==> src/hdl/crtrt_pkg.sv <==
// Constants for the CRT raster and row refresh timing block.
// Assumes a single 20 MHz reference clock feeds every register.
package crtrt_pkg;

    // Reference clock and derived dot rate, both in kHz
    localparam int CLK_KHZ       = 20000;
    localparam int DOT_KHZ       = 11340;

    // Raster geometry in dots, characters, scan lines and rows
    localparam int DOTS_PER_CHAR = 7;
    localparam int CHARS_DISP    = 80;
    localparam int CHARS_TOTAL   = 100;
    localparam int LINES_PER_ROW = 10;
    localparam int ROWS_DISP     = 25;
    localparam int ROWS_TOTAL    = 27;
    localparam int SCREEN_CHARS  = 2000;

    // Horizontal drive stretch: nominal inside the 25 to 30 us window
    localparam int HDRIVE_NS     = 27500;
    localparam int HDRIVE_CYC    = (HDRIVE_NS * (CLK_KHZ / 1000) + 999) / 1000;

    // Length of the low phase of one row-fill strobe, in clock cycles
    localparam int STROBE_CYC    = 2;

    // Field widths
    localparam int ACC_W  = 15;
    localparam int COL_W  = 7;
    localparam int LINE_W = 4;
    localparam int ROW_W  = 5;
    localparam int ADDR_W = 11;
    localparam int HD_W   = 10;
    localparam int GLYPH_W = 7;
    localparam int RPT_W  = 8;

    // Row-fill engine states, Gray coded along idle, low, high
    typedef enum logic [1:0]
    {
        FILL_IDLE = 2'h0,
        FILL_LOW  = 2'h1,
        FILL_HIGH = 2'h3
    } crtrt_fill_t;

endpackage : crtrt_pkg

==> src/hdl/crtrt_video_shift.sv <==
// Parallel-in serial-out dot shifter for one character slice.
// Assumes load and shift come from logic on the same clock.
`timescale 1ns/1ns
module crtrt_video_shift
(
    input  wire logic                            ref_clk,
    input  wire logic                            reset_n,
    input  wire logic                            load,
    input  wire logic                            shift,
    input  wire logic [crtrt_pkg::GLYPH_W-1:0]   par_in,
    output logic                                 video
);
    import crtrt_pkg::*;

    typedef struct packed
    {
        logic [GLYPH_W-1:0] sh;
    } crtrt_sh_state_t;

    crtrt_sh_state_t state_reg;
    crtrt_sh_state_t state_next;

    // Load beats shift so a boundary tick starts the new character
    always_comb
    begin
        state_next = state_reg;
        if (load)
            state_next.sh = par_in;
        else if (shift)
            state_next.sh = {state_reg.sh[GLYPH_W-2:0], 1'h0};
    end

    always_ff @(posedge ref_clk or negedge reset_n)
    begin
        if (!reset_n)
            state_reg <= '0;
        else
            state_reg <= state_next;
    end

    assign video = state_reg.sh[GLYPH_W-1];

    a_load_video: assert property (@(posedge ref_clk) disable iff (!reset_n)
        load |=> video == $past(par_in[GLYPH_W-1]))
        else $error("video does not show loaded leading dot");

endmodule : crtrt_video_shift

==> src/hdl/crtrt_timing.sv <==
// Raster timing, drive pulses, frame and row-fill events for the display.
// Assumes cpu strobes and transfer select arrive as asynchronous pins;
// glyph_bits, first_line_addr and scan_ack come from the same clock.
`timescale 1ns/1ns

module crtrt_timing
#(
    parameter int HDRIVE_CYCLES = crtrt_pkg::HDRIVE_CYC
)
(
    input  wire logic                            ref_clk,
    input  wire logic                            reset_n,
    input  wire logic [crtrt_pkg::GLYPH_W-1:0]   glyph_bits,
    input  wire logic [crtrt_pkg::ADDR_W-1:0]    first_line_addr,
    input  wire logic                            scan_ack,
    input  wire logic                            cpu_rd_n,
    input  wire logic                            cpu_wr_n,
    input  wire logic                            xfer_select,
    output logic                                 dot_strobe,
    output logic                                 char_clk,
    output logic [crtrt_pkg::COL_W-1:0]          char_col,
    output logic [crtrt_pkg::LINE_W-1:0]         scan_line,
    output logic [crtrt_pkg::ROW_W-1:0]          char_row,
    output logic                                 horizontal_retrace_interval,
    output logic                                 vertical_retrace_interval,
    output logic                                 horizontal_drive,
    output logic                                 vertical_drive,
    output logic                                 video,
    output logic                                 frame_event_routine,
    output logic                                 row_fill_event,
    output logic                                 scan_request,
    output logic [crtrt_pkg::RPT_W-1:0]          repeat_count,
    output logic [crtrt_pkg::ADDR_W-1:0]         mem_addr,
    output logic                                 mem_rd_n,
    output logic                                 ctrl_rd_n,
    output logic                                 buffer_select_strobe_n,
    output logic                                 ctrl_wr_n
);
    import crtrt_pkg::*;

    // The drive counter is HD_W bits wide
    if (HDRIVE_CYCLES < 1 || HDRIVE_CYCLES >= (1 << HD_W))
    begin : g_bad_hdrive
        $error("HDRIVE_CYCLES out of range for drive counter");
    end

    typedef struct packed
    {
        logic [ACC_W-1:0]   acc;
        logic               dot_strobe;
        logic [2:0]         dot_cnt;
        logic               char_clk;
        logic [COL_W-1:0]   col;
        logic [LINE_W-1:0]  line;
        logic [ROW_W-1:0]   row;
        logic               load;
        logic [GLYPH_W-1:0] glyph;
        logic               hretrace;
        logic               vretrace;
        logic [HD_W-1:0]    hd_cnt;
        logic               hdrive;
        logic               frame_evt;
        logic               row_evt;
        logic               scan_req;
        logic [RPT_W-1:0]   rpt;
        logic [ADDR_W-1:0]  addr;
        logic [COL_W-1:0]   xfer_cnt;
        crtrt_fill_t        fill;
        logic [1:0]         strobe_cnt;
        logic               rd_s1;
        logic               rd_s2;
        logic               wr_s1;
        logic               wr_s2;
        logic               xsel_s1;
        logic               xsel_s2;
        logic               mem_rd_n;
        logic               ctrl_rd_n;
        logic               bs_n;
        logic               ctrl_wr_n;
    } crtrt_state_t;

    crtrt_state_t state_reg;
    crtrt_state_t state_next;

    // Next-state logic for the whole raster and fill engine
    always_comb
    begin
        logic [ACC_W:0] sum;
        logic           tick;
        logic           busy;
        logic           route;
        logic           src_n;
        sum = '0;
        tick = 1'h0;
        busy = 1'h0;
        route = 1'h0;
        src_n = 1'h1;
        state_next = state_reg;
        state_next.load = 1'h0;
        state_next.frame_evt = 1'h0;
        state_next.row_evt = 1'h0;

        // Pin synchronisers; only stage two is read by logic
        state_next.rd_s1 = cpu_rd_n;
        state_next.rd_s2 = state_reg.rd_s1;
        state_next.wr_s1 = cpu_wr_n;
        state_next.wr_s2 = state_reg.wr_s1;
        state_next.xsel_s1 = xfer_select;
        state_next.xsel_s2 = state_reg.xsel_s1;

        // Fractional divider: 11.34 MHz average, jitter of one clock
        sum = {1'h0, state_reg.acc} + (ACC_W+1)'(DOT_KHZ);
        tick = (sum >= (ACC_W+1)'(CLK_KHZ));
        state_next.acc = tick ? ACC_W'(sum - (ACC_W+1)'(CLK_KHZ))
                              : sum[ACC_W-1:0];
        state_next.dot_strobe = tick;

        // Character, line and row counters driven by the dot divider
        if (tick)
        begin
            if (state_reg.dot_cnt == 3'(DOTS_PER_CHAR - 1))
            begin
                state_next.dot_cnt = 3'h0;
                state_next.load = 1'h1;
                // Blank cells feed zeros so retrace shows no dots
                state_next.glyph = (state_reg.col < COL_W'(CHARS_DISP) &&
                    state_reg.row < ROW_W'(ROWS_DISP)) ? glyph_bits : '0;
                if (state_reg.col == COL_W'(CHARS_TOTAL - 1))
                begin
                    state_next.col = '0;
                    if (state_reg.line == LINE_W'(LINES_PER_ROW - 1))
                    begin
                        state_next.line = '0;
                        if (state_reg.row == ROW_W'(ROWS_TOTAL - 1))
                            state_next.row = '0;
                        else
                            state_next.row = state_reg.row + 5'h01;
                        state_next.frame_evt =
                            (state_next.row == ROW_W'(ROWS_DISP - 1));
                        // Fill ahead of each shown row; none before retrace
                        state_next.row_evt =
                            (state_next.row == ROW_W'(ROWS_TOTAL - 1)) ||
                            (state_next.row < ROW_W'(ROWS_DISP - 1));
                    end
                    else
                        state_next.line = state_reg.line + 4'h1;
                end
                else
                    state_next.col = state_reg.col + 7'h01;
            end
            else
                state_next.dot_cnt = state_reg.dot_cnt + 3'h1;
        end
        state_next.char_clk = (state_next.dot_cnt < 3'h4);
        state_next.hretrace = (state_next.col >= COL_W'(CHARS_DISP));
        state_next.vretrace = (state_next.row >= ROW_W'(ROWS_DISP));

        // The retrace alone is too short for the monitor; stretch it
        if (state_next.load && state_next.col == COL_W'(CHARS_DISP))
        begin
            state_next.hd_cnt = HD_W'(HDRIVE_CYCLES);
            state_next.hdrive = 1'h1;
        end
        else if (state_reg.hd_cnt != '0)
        begin
            state_next.hd_cnt = state_reg.hd_cnt - 10'h001;
            state_next.hdrive = (state_next.hd_cnt != '0);
        end

        // Frame event: scan flag set wins over acknowledge
        if (state_next.frame_evt)
        begin
            state_next.scan_req = 1'h1;
            state_next.rpt = state_reg.rpt + 8'h01;
            state_next.addr = first_line_addr;
        end
        else if (scan_ack)
            state_next.scan_req = 1'h0;

        // Row-fill engine: low strobe reads memory and writes buffer
        case (state_reg.fill)
            FILL_IDLE:
            begin
                if (state_next.row_evt)
                begin
                    state_next.fill = FILL_LOW;
                    state_next.xfer_cnt = '0;
                    state_next.strobe_cnt = '0;
                end
            end
            FILL_LOW:
            begin
                if (state_reg.strobe_cnt == 2'(STROBE_CYC - 1))
                begin
                    state_next.fill = FILL_HIGH;
                    state_next.addr =
                        (state_reg.addr == ADDR_W'(SCREEN_CHARS - 1)) ? '0
                        : state_reg.addr + 11'h001;
                end
                else
                    state_next.strobe_cnt = state_reg.strobe_cnt + 2'h1;
            end
            FILL_HIGH:
            begin
                state_next.strobe_cnt = '0;
                if (state_reg.xfer_cnt == COL_W'(CHARS_DISP - 1))
                    state_next.fill = FILL_IDLE;
                else
                begin
                    state_next.xfer_cnt = state_reg.xfer_cnt + 7'h01;
                    state_next.fill = FILL_LOW;
                end
            end
            default:
                state_next.fill = FILL_IDLE;
        endcase

        // Strobe routing: engine acts as if transfer select were high
        busy = (state_next.fill != FILL_IDLE);
        route = busy || state_reg.xsel_s2;
        src_n = busy ? (state_next.fill != FILL_LOW) : state_reg.rd_s2;
        state_next.mem_rd_n = src_n;
        state_next.ctrl_rd_n = route ? 1'h1 : state_reg.rd_s2;
        state_next.bs_n = route ? src_n : 1'h1;
        state_next.ctrl_wr_n = route ? src_n : state_reg.wr_s2;
    end

    // Active-low strobes and idle pins rest high out of reset
    always_ff @(posedge ref_clk or negedge reset_n)
    begin
        if (!reset_n)
        begin
            state_reg <= '0;
            state_reg.rd_s1 <= 1'h1;
            state_reg.rd_s2 <= 1'h1;
            state_reg.wr_s1 <= 1'h1;
            state_reg.wr_s2 <= 1'h1;
            state_reg.mem_rd_n <= 1'h1;
            state_reg.ctrl_rd_n <= 1'h1;
            state_reg.bs_n <= 1'h1;
            state_reg.ctrl_wr_n <= 1'h1;
        end
        else
            state_reg <= state_next;
    end

    crtrt_video_shift u_shift
    (
        .ref_clk (ref_clk),
        .reset_n (reset_n),
        .load    (state_reg.load),
        .shift   (state_reg.dot_strobe),
        .par_in  (state_reg.glyph),
        .video   (video)
    );

    assign dot_strobe = state_reg.dot_strobe;
    assign char_clk = state_reg.char_clk;
    assign char_col = state_reg.col;
    assign scan_line = state_reg.line;
    assign char_row = state_reg.row;
    assign horizontal_retrace_interval = state_reg.hretrace;
    assign vertical_retrace_interval = state_reg.vretrace;
    assign horizontal_drive = state_reg.hdrive;
    assign vertical_drive = state_reg.vretrace;
    assign frame_event_routine = state_reg.frame_evt;
    assign row_fill_event = state_reg.row_evt;
    assign scan_request = state_reg.scan_req;
    assign repeat_count = state_reg.rpt;
    assign mem_addr = state_reg.addr;
    assign mem_rd_n = state_reg.mem_rd_n;
    assign ctrl_rd_n = state_reg.ctrl_rd_n;
    assign buffer_select_strobe_n = state_reg.bs_n;
    assign ctrl_wr_n = state_reg.ctrl_wr_n;

    // Helper: length of the current horizontal drive pulse
    logic [HD_W:0] hd_len_reg;
    always_ff @(posedge ref_clk or negedge reset_n)
    begin
        if (!reset_n)
            hd_len_reg <= '0;
        else
            hd_len_reg <= state_reg.hdrive ? hd_len_reg + 11'h001 : '0;
    end

    // The divider starts empty, so its first gap after reset is two clocks
    a_dot_no_gap: assert property (@(posedge ref_clk) disable iff (!reset_n)
        !dot_strobe && $past(reset_n) |=> dot_strobe)
        else $error("dot strobe missing two clocks in a row");
    a_char_div: assert property (@(posedge ref_clk) disable iff (!reset_n)
        state_reg.load |-> state_reg.dot_cnt == 3'h0 && dot_strobe)
        else $error("character load off the dot boundary");
    a_hdrive_width: assert property (@(posedge ref_clk) disable iff (!reset_n)
        $fell(horizontal_drive) |-> hd_len_reg == (HD_W+1)'(HDRIVE_CYCLES))
        else $error("horizontal drive width wrong");
    a_hretrace_cols: assert property (@(posedge ref_clk) disable iff (!reset_n)
        horizontal_retrace_interval == (char_col >= COL_W'(CHARS_DISP)))
        else $error("horizontal retrace not on columns 80 to 99");
    a_vdrive_rows: assert property (@(posedge ref_clk) disable iff (!reset_n)
        vertical_drive == (char_row >= ROW_W'(ROWS_DISP))
        && char_row < ROW_W'(ROWS_TOTAL)
        && scan_line < LINE_W'(LINES_PER_ROW))
        else $error("vertical retrace rows wrong");
    a_frame_row: assert property (@(posedge ref_clk) disable iff (!reset_n)
        frame_event_routine |-> char_row == ROW_W'(ROWS_DISP - 1)
        && mem_addr == $past(first_line_addr))
        else $error("frame event outside last row or no rewind");
    a_frame_scan: assert property (@(posedge ref_clk) disable iff (!reset_n)
        frame_event_routine |-> scan_request
        && repeat_count == $past(repeat_count) + 8'h01)
        else $error("frame event did not flag scan or count");
    a_fill_time: assert property (@(posedge ref_clk) disable iff (!reset_n)
        row_fill_event |-> ##[239:242] state_reg.fill == FILL_IDLE)
        else $error("row fill did not end in time");
    a_fill_addr: assert property (@(posedge ref_clk) disable iff (!reset_n)
        $rose(mem_rd_n) && state_reg.fill == FILL_HIGH
        |-> mem_addr != $past(mem_addr, 2))
        else $error("address did not advance after transfer");
    a_bs_with_wr: assert property (@(posedge ref_clk) disable iff (!reset_n)
        !buffer_select_strobe_n |-> !ctrl_wr_n && !mem_rd_n && ctrl_rd_n)
        else $error("buffer strobe not paired with write and read");

endmodule : crtrt_timing

==> config.mk <==
export PLATFORM = sky130hd
export DESIGN_NAME = crtrt_timing
export DESIGN_NICKNAME = d
export VERILOG_FILES = /design/src/hdl/crtrt_pkg.sv /design/src/hdl/crtrt_video_shift.sv /design/src/hdl/crtrt_timing.sv
export SDC_FILE = /design/constraint.sdc
export NUM_CORES = 1
export LEC_CHECK = 0
export ABC_CLOCK_PERIOD_IN_PS = 4000
export CORE_ASPECT_RATIO = 0.75
export CORE_MARGIN = 2
export CORE_UTILIZATION = 38
export CTS_BUF_LIST = sky130_fd_sc_hd__clkbuf_4
export DETAILED_ROUTE_END_ITERATION = 10
export DONT_BUFFER_PORTS = 1
export PLACE_DENSITY = 0.49
export SETUP_SLACK_MARGIN = 0.1
export SLEW_MARGIN = 20
export SYNTH_ARGS = -nofsm -noshare
export SYNTH_HDL_FRONTEND = slang
export SYNTH_SLANG_ARGS = --single-unit
==> constraint.sdc <==
create_clock -name ref_clk -period 4 [get_ports ref_clk]
set_input_delay 0.2 -clock ref_clk [delete_from_list [all_inputs] [get_ports ref_clk]]
set_output_delay 0.2 -clock ref_clk [all_outputs]
set_load 0.02 [all_outputs]
==> load_flow_metrics.sql <==
INSERT INTO impl_metrics (metric_group, metric, value, unit) VALUES
('run_status', 'status', 'finished clean', ''),
('drt', 'total_detailed_routing_wirelength', '13790', 'um'),
('global_routing', 'gr-total-overflow', '0', ''),
('setup_path', 'timing.setup.critical_path_class', 'reg2reg', ''),
('setup_path', 'crit_arrival', '3900', 'ps'),
('setup_path', 'timing.rr.start', 'state_reg[87]', ''),
('setup_path', 'worstPathRequired', '4390', 'ps'),
('power', 'power_frac_seq', '66.7', '%'),
('global_routing', 'grt_max_degree', '106', ''),
('global_routing', 'antenna_found_initial', '1', ''),
('cells_and_area', 'syn2layout_area_growth', '4.177', '%'),
('cells_and_area', 'stdcell_area', '6585', 'um2'),
('timing', 'timing.final.max_slew_violations', '0', ''),
('place', 'place.gp.congestion', '0.7709', ''),
('synth', 'synth_top_area_cell', 'sky130_fd_sc_hd__dfrtp_1', ''),
('clocking', 'clkSlewWorstSetupHoldPaths', '160', 'ps'),
('synth', 'mappedNetlistNets', '711', ''),
('timing', 'setup_total_negative_slack', '0', 'ps'),
('synth', 'postSynthCellCount', '671', ''),
('die', 'floorplan.initialDensity', '39.10', '%'),
('power', 'pint', '0.001228', 'W'),
('setup_path', 'critical-path-slowest-cell', 'sky130_fd_sc_hd__o2111ai_2', ''),
('timing', 'finalClockSkew', '16.06', 'ps'),
('die', 'boundaryPins', '73', ''),
('timing', 'worst_pin_slew', '744.1', 'ps'),
('clocking', 'post_cts.repair.setup_buffers', '0', ''),
('global_routing', 'global_router_s_overall_resource_usage', '16.06', '%'),
('synth', 'synthesis.area_per_instance', '9.420', 'um2'),
('die', 'die-height', '115.7', 'um'),
('drt', 'avgRoutedWirePerCell', '15.96', 'um'),
('die', 'core_area', '16170', 'um2'),
('min_path', 'worst_hold_path_class', 'in2reg', ''),
('place', 'portBuffers', '0', ''),
('synth', 'synth_common_cells', '97 x sky130_fd_sc_hd__dfrtp_1, 79 x sky130_fd_sc_hd__nand2_1, 38 x sky130_fd_sc_hd__buf_4', ''),
('setup_path', 'critPathMaxFanout', '12', ''),
('clocking', 'worst_skew_late_latency', '490', 'ps'),
('power', 'share_comb_of_total_power', '3.0', '%'),
('timing', 'finalHoldViolCount', '0', ''),
('global_routing', 'grt_first_pass_wirelength', '22950', 'um'),
('die', 'chipWidth', '152.9', 'um'),
('drt', 'remaining_drc_errors', '0', ''),
('synth', 'number_of_enable_flip_flop_cells_after_synthesis', '0', ''),
('setup_path', 'timing.rr.end', 'mem_addr[8]', ''),
('place', 'dpl.hpwl', '9689', 'um'),
('drt', 'vias', '4754', ''),
('clocking', 'clockBufferDepth', '2', ''),
('cells_and_area', 'n_fill_cell', '1640', ''),
('clocking', 'clock-root-buffer', 'sky130_fd_sc_hd__clkbuf_4', ''),
('setup_path', 'cp-end-kind', 'flip-flop', ''),
('drt', 'detail_route.vias_per_cell', '5.502', ''),
('setup_path', 'cpPeakStageDelay', '640', 'ps'),
('timing', 'finalSetupViolCount', '0', ''),
('drt', 'first_pass_iters', '5', ''),
('power', 'switchingPower', '0.0003972', 'W'),
('die', 'rows', '40', ''),
('min_path', 'hold_path.startpoint', 'cpu_rd_n', ''),
('synth', 'synth_seq_cells', '105', ''),
('synth', 'synth-seq-area-share', '41.73', '%'),
('power', 'peakVddDrop', '0.0001540', 'V'),
('die', 'floorplan.die_area', '17690', 'um2'),
('setup_path', 'worst-r2r-setup-slack', '490', 'ps'),
('synth', 'ys_top_cells_by_area', 'sky130_fd_sc_hd__dfrtp_1 38%, sky130_fd_sc_hd__nand2_1 4.7%, sky130_fd_sc_hd__buf_4 4.5%', ''),
('timing', 'fmax', '0.2849', 'GHz'),
('setup_path', 'cp_cell_sequence', 'inv_1 > ha_1 > and3b_1 > o211a_1 > or4_4 > a31o_2 > o2111ai_2 > nor2_2 > a221o_1', ''),
('power', 'power.clock.fraction', '30.3', '%'),
('timing', 'rsz0062_at_grt', 'no', ''),
('power', 'power.static_leakage', '2.725', 'nW'),
('synth', 'synth_top_flop_cell', 'sky130_fd_sc_hd__dfrtp_1', ''),
('clocking', 'tritoncts.num_buffers', '9', ''),
('synth', 'yosysWarningCount', '0', ''),
('synth', 'async_flop_share', '100.0', '%');
## layout make-up
cell class                 count  area, um2  share of cell area, %
antenna                        1      2.502                0.03800
clock inverter                 5      32.53                 0.4940
clock buffer                  10      75.07                  1.140
sequential                   105       2638                  40.05
multi-input combinational    480       3193                  48.49
inverter                      25      93.84                  1.425
tap                          210      262.8                  3.990
timing repair buffer          28      287.8                  4.370
## worst max-delay path by stage
stage	startpoint	to
after floorplan	state_reg[87]	mem_addr[8]
after global placement	state_reg[87]	mem_addr[3]
after detailed placement	state_reg[87]	mem_addr[8]
after CTS	state_reg[87]	mem_addr[8]
after global routing	state_reg[87]	mem_addr[3]
final	state_reg[87]	mem_addr[8]
## cell families after synthesis
kind of cell,count (synthesis),share of synthesized area (%)
DFF,105,41.73
muxes,23,3.800
and+or+nand+nor,247,20.41
xor gates and xnor gates,37,5.127
adders and majority gates,16,3.167
buffers and inverters,86,7.759
AOI/OAI and AO/OA,157,18.01
## repair_timing
action | CTS | global route
hold endpoints to repair | 127 | 0
endpoints found under the setup margin | 0 | 0
resized for setup | 0 | 0
hold buffers | 24 | 0
## worst max-delay path, delay by kind of cell, from the launching register on
family / cells / cell delay (ps)
compound gates: 4 / 1540
simple gates: 3 / 1010
flops: 1 / 480
fa+ha+maj: 1 / 290
buf+inv: 1 / 110
## routing by layer
metal | GRT usage, % | vias to the layer above | part of all wire [%]
met4 | 3.519 | 0 | 0.81
met5 | 0 | - | 0
met2 | 22.90 | 83 | 42
met3 | 5.273 | 9 | 5.5
met1 | 23.70 | 2303 | 51
li1 | - | 2359 | -
## per-stage QoR
| step | total power, W | hold WS (ps) | instances | setup WS (ps) | util [%] |
|---|---|---|---|---|---|
| final | 0.001625 | 237.7 | 864 | 490.3 | 40.74 |
| after global routing | 0.001708 | 178.0 | 864 | 154.0 | 40.74 |
| after CTS | 0.001657 | 198.6 | 863 | 444.9 | 40.72 |
| after detailed placement | 0.001110 | -92.79 | 824 | 465.9 | 38.46 |
| after global placement | 0.001110 | -92.94 | 824 | 564.7 | 38.46 |
| after floorplan | 0.001108 | -95.59 | 671 | 1011 | - |
## power groups by stage
stage,logic (W),registers [W],clock network (W)
finish,0.0000485,0.00108,0.000493
global route,0.0000549,0.00109,0.000568
CTS,0.0000513,0.00108,0.000522
detailed placement,0.00000699,0.00110,0
global placement,0.00000690,0.00110,0
floorplan,0.00000607,0.00110,0
## cell usage in the layout (no fill, tap or decap), drive strengths merged, types with 9 or more instances in the layout
| cell | count |
|---|---|
| nand3 | 34 |
| nor2 | 35 |
| o21ai | 43 |
| nor3 | 10 |
| inv | 26 |
| clkbuf | 10 |
| a21oi | 26 |
| nor2b | 9 |
| mux2i | 15 |
| nand2 | 79 |
| xnor2 | 29 |
| dfrtp | 97 |
| ha | 16 |
| o211ai | 9 |
| a31oi | 10 |
| dlygate4sd3 | 23 |
No activity file was read; power rests on OpenSTA's default activity.
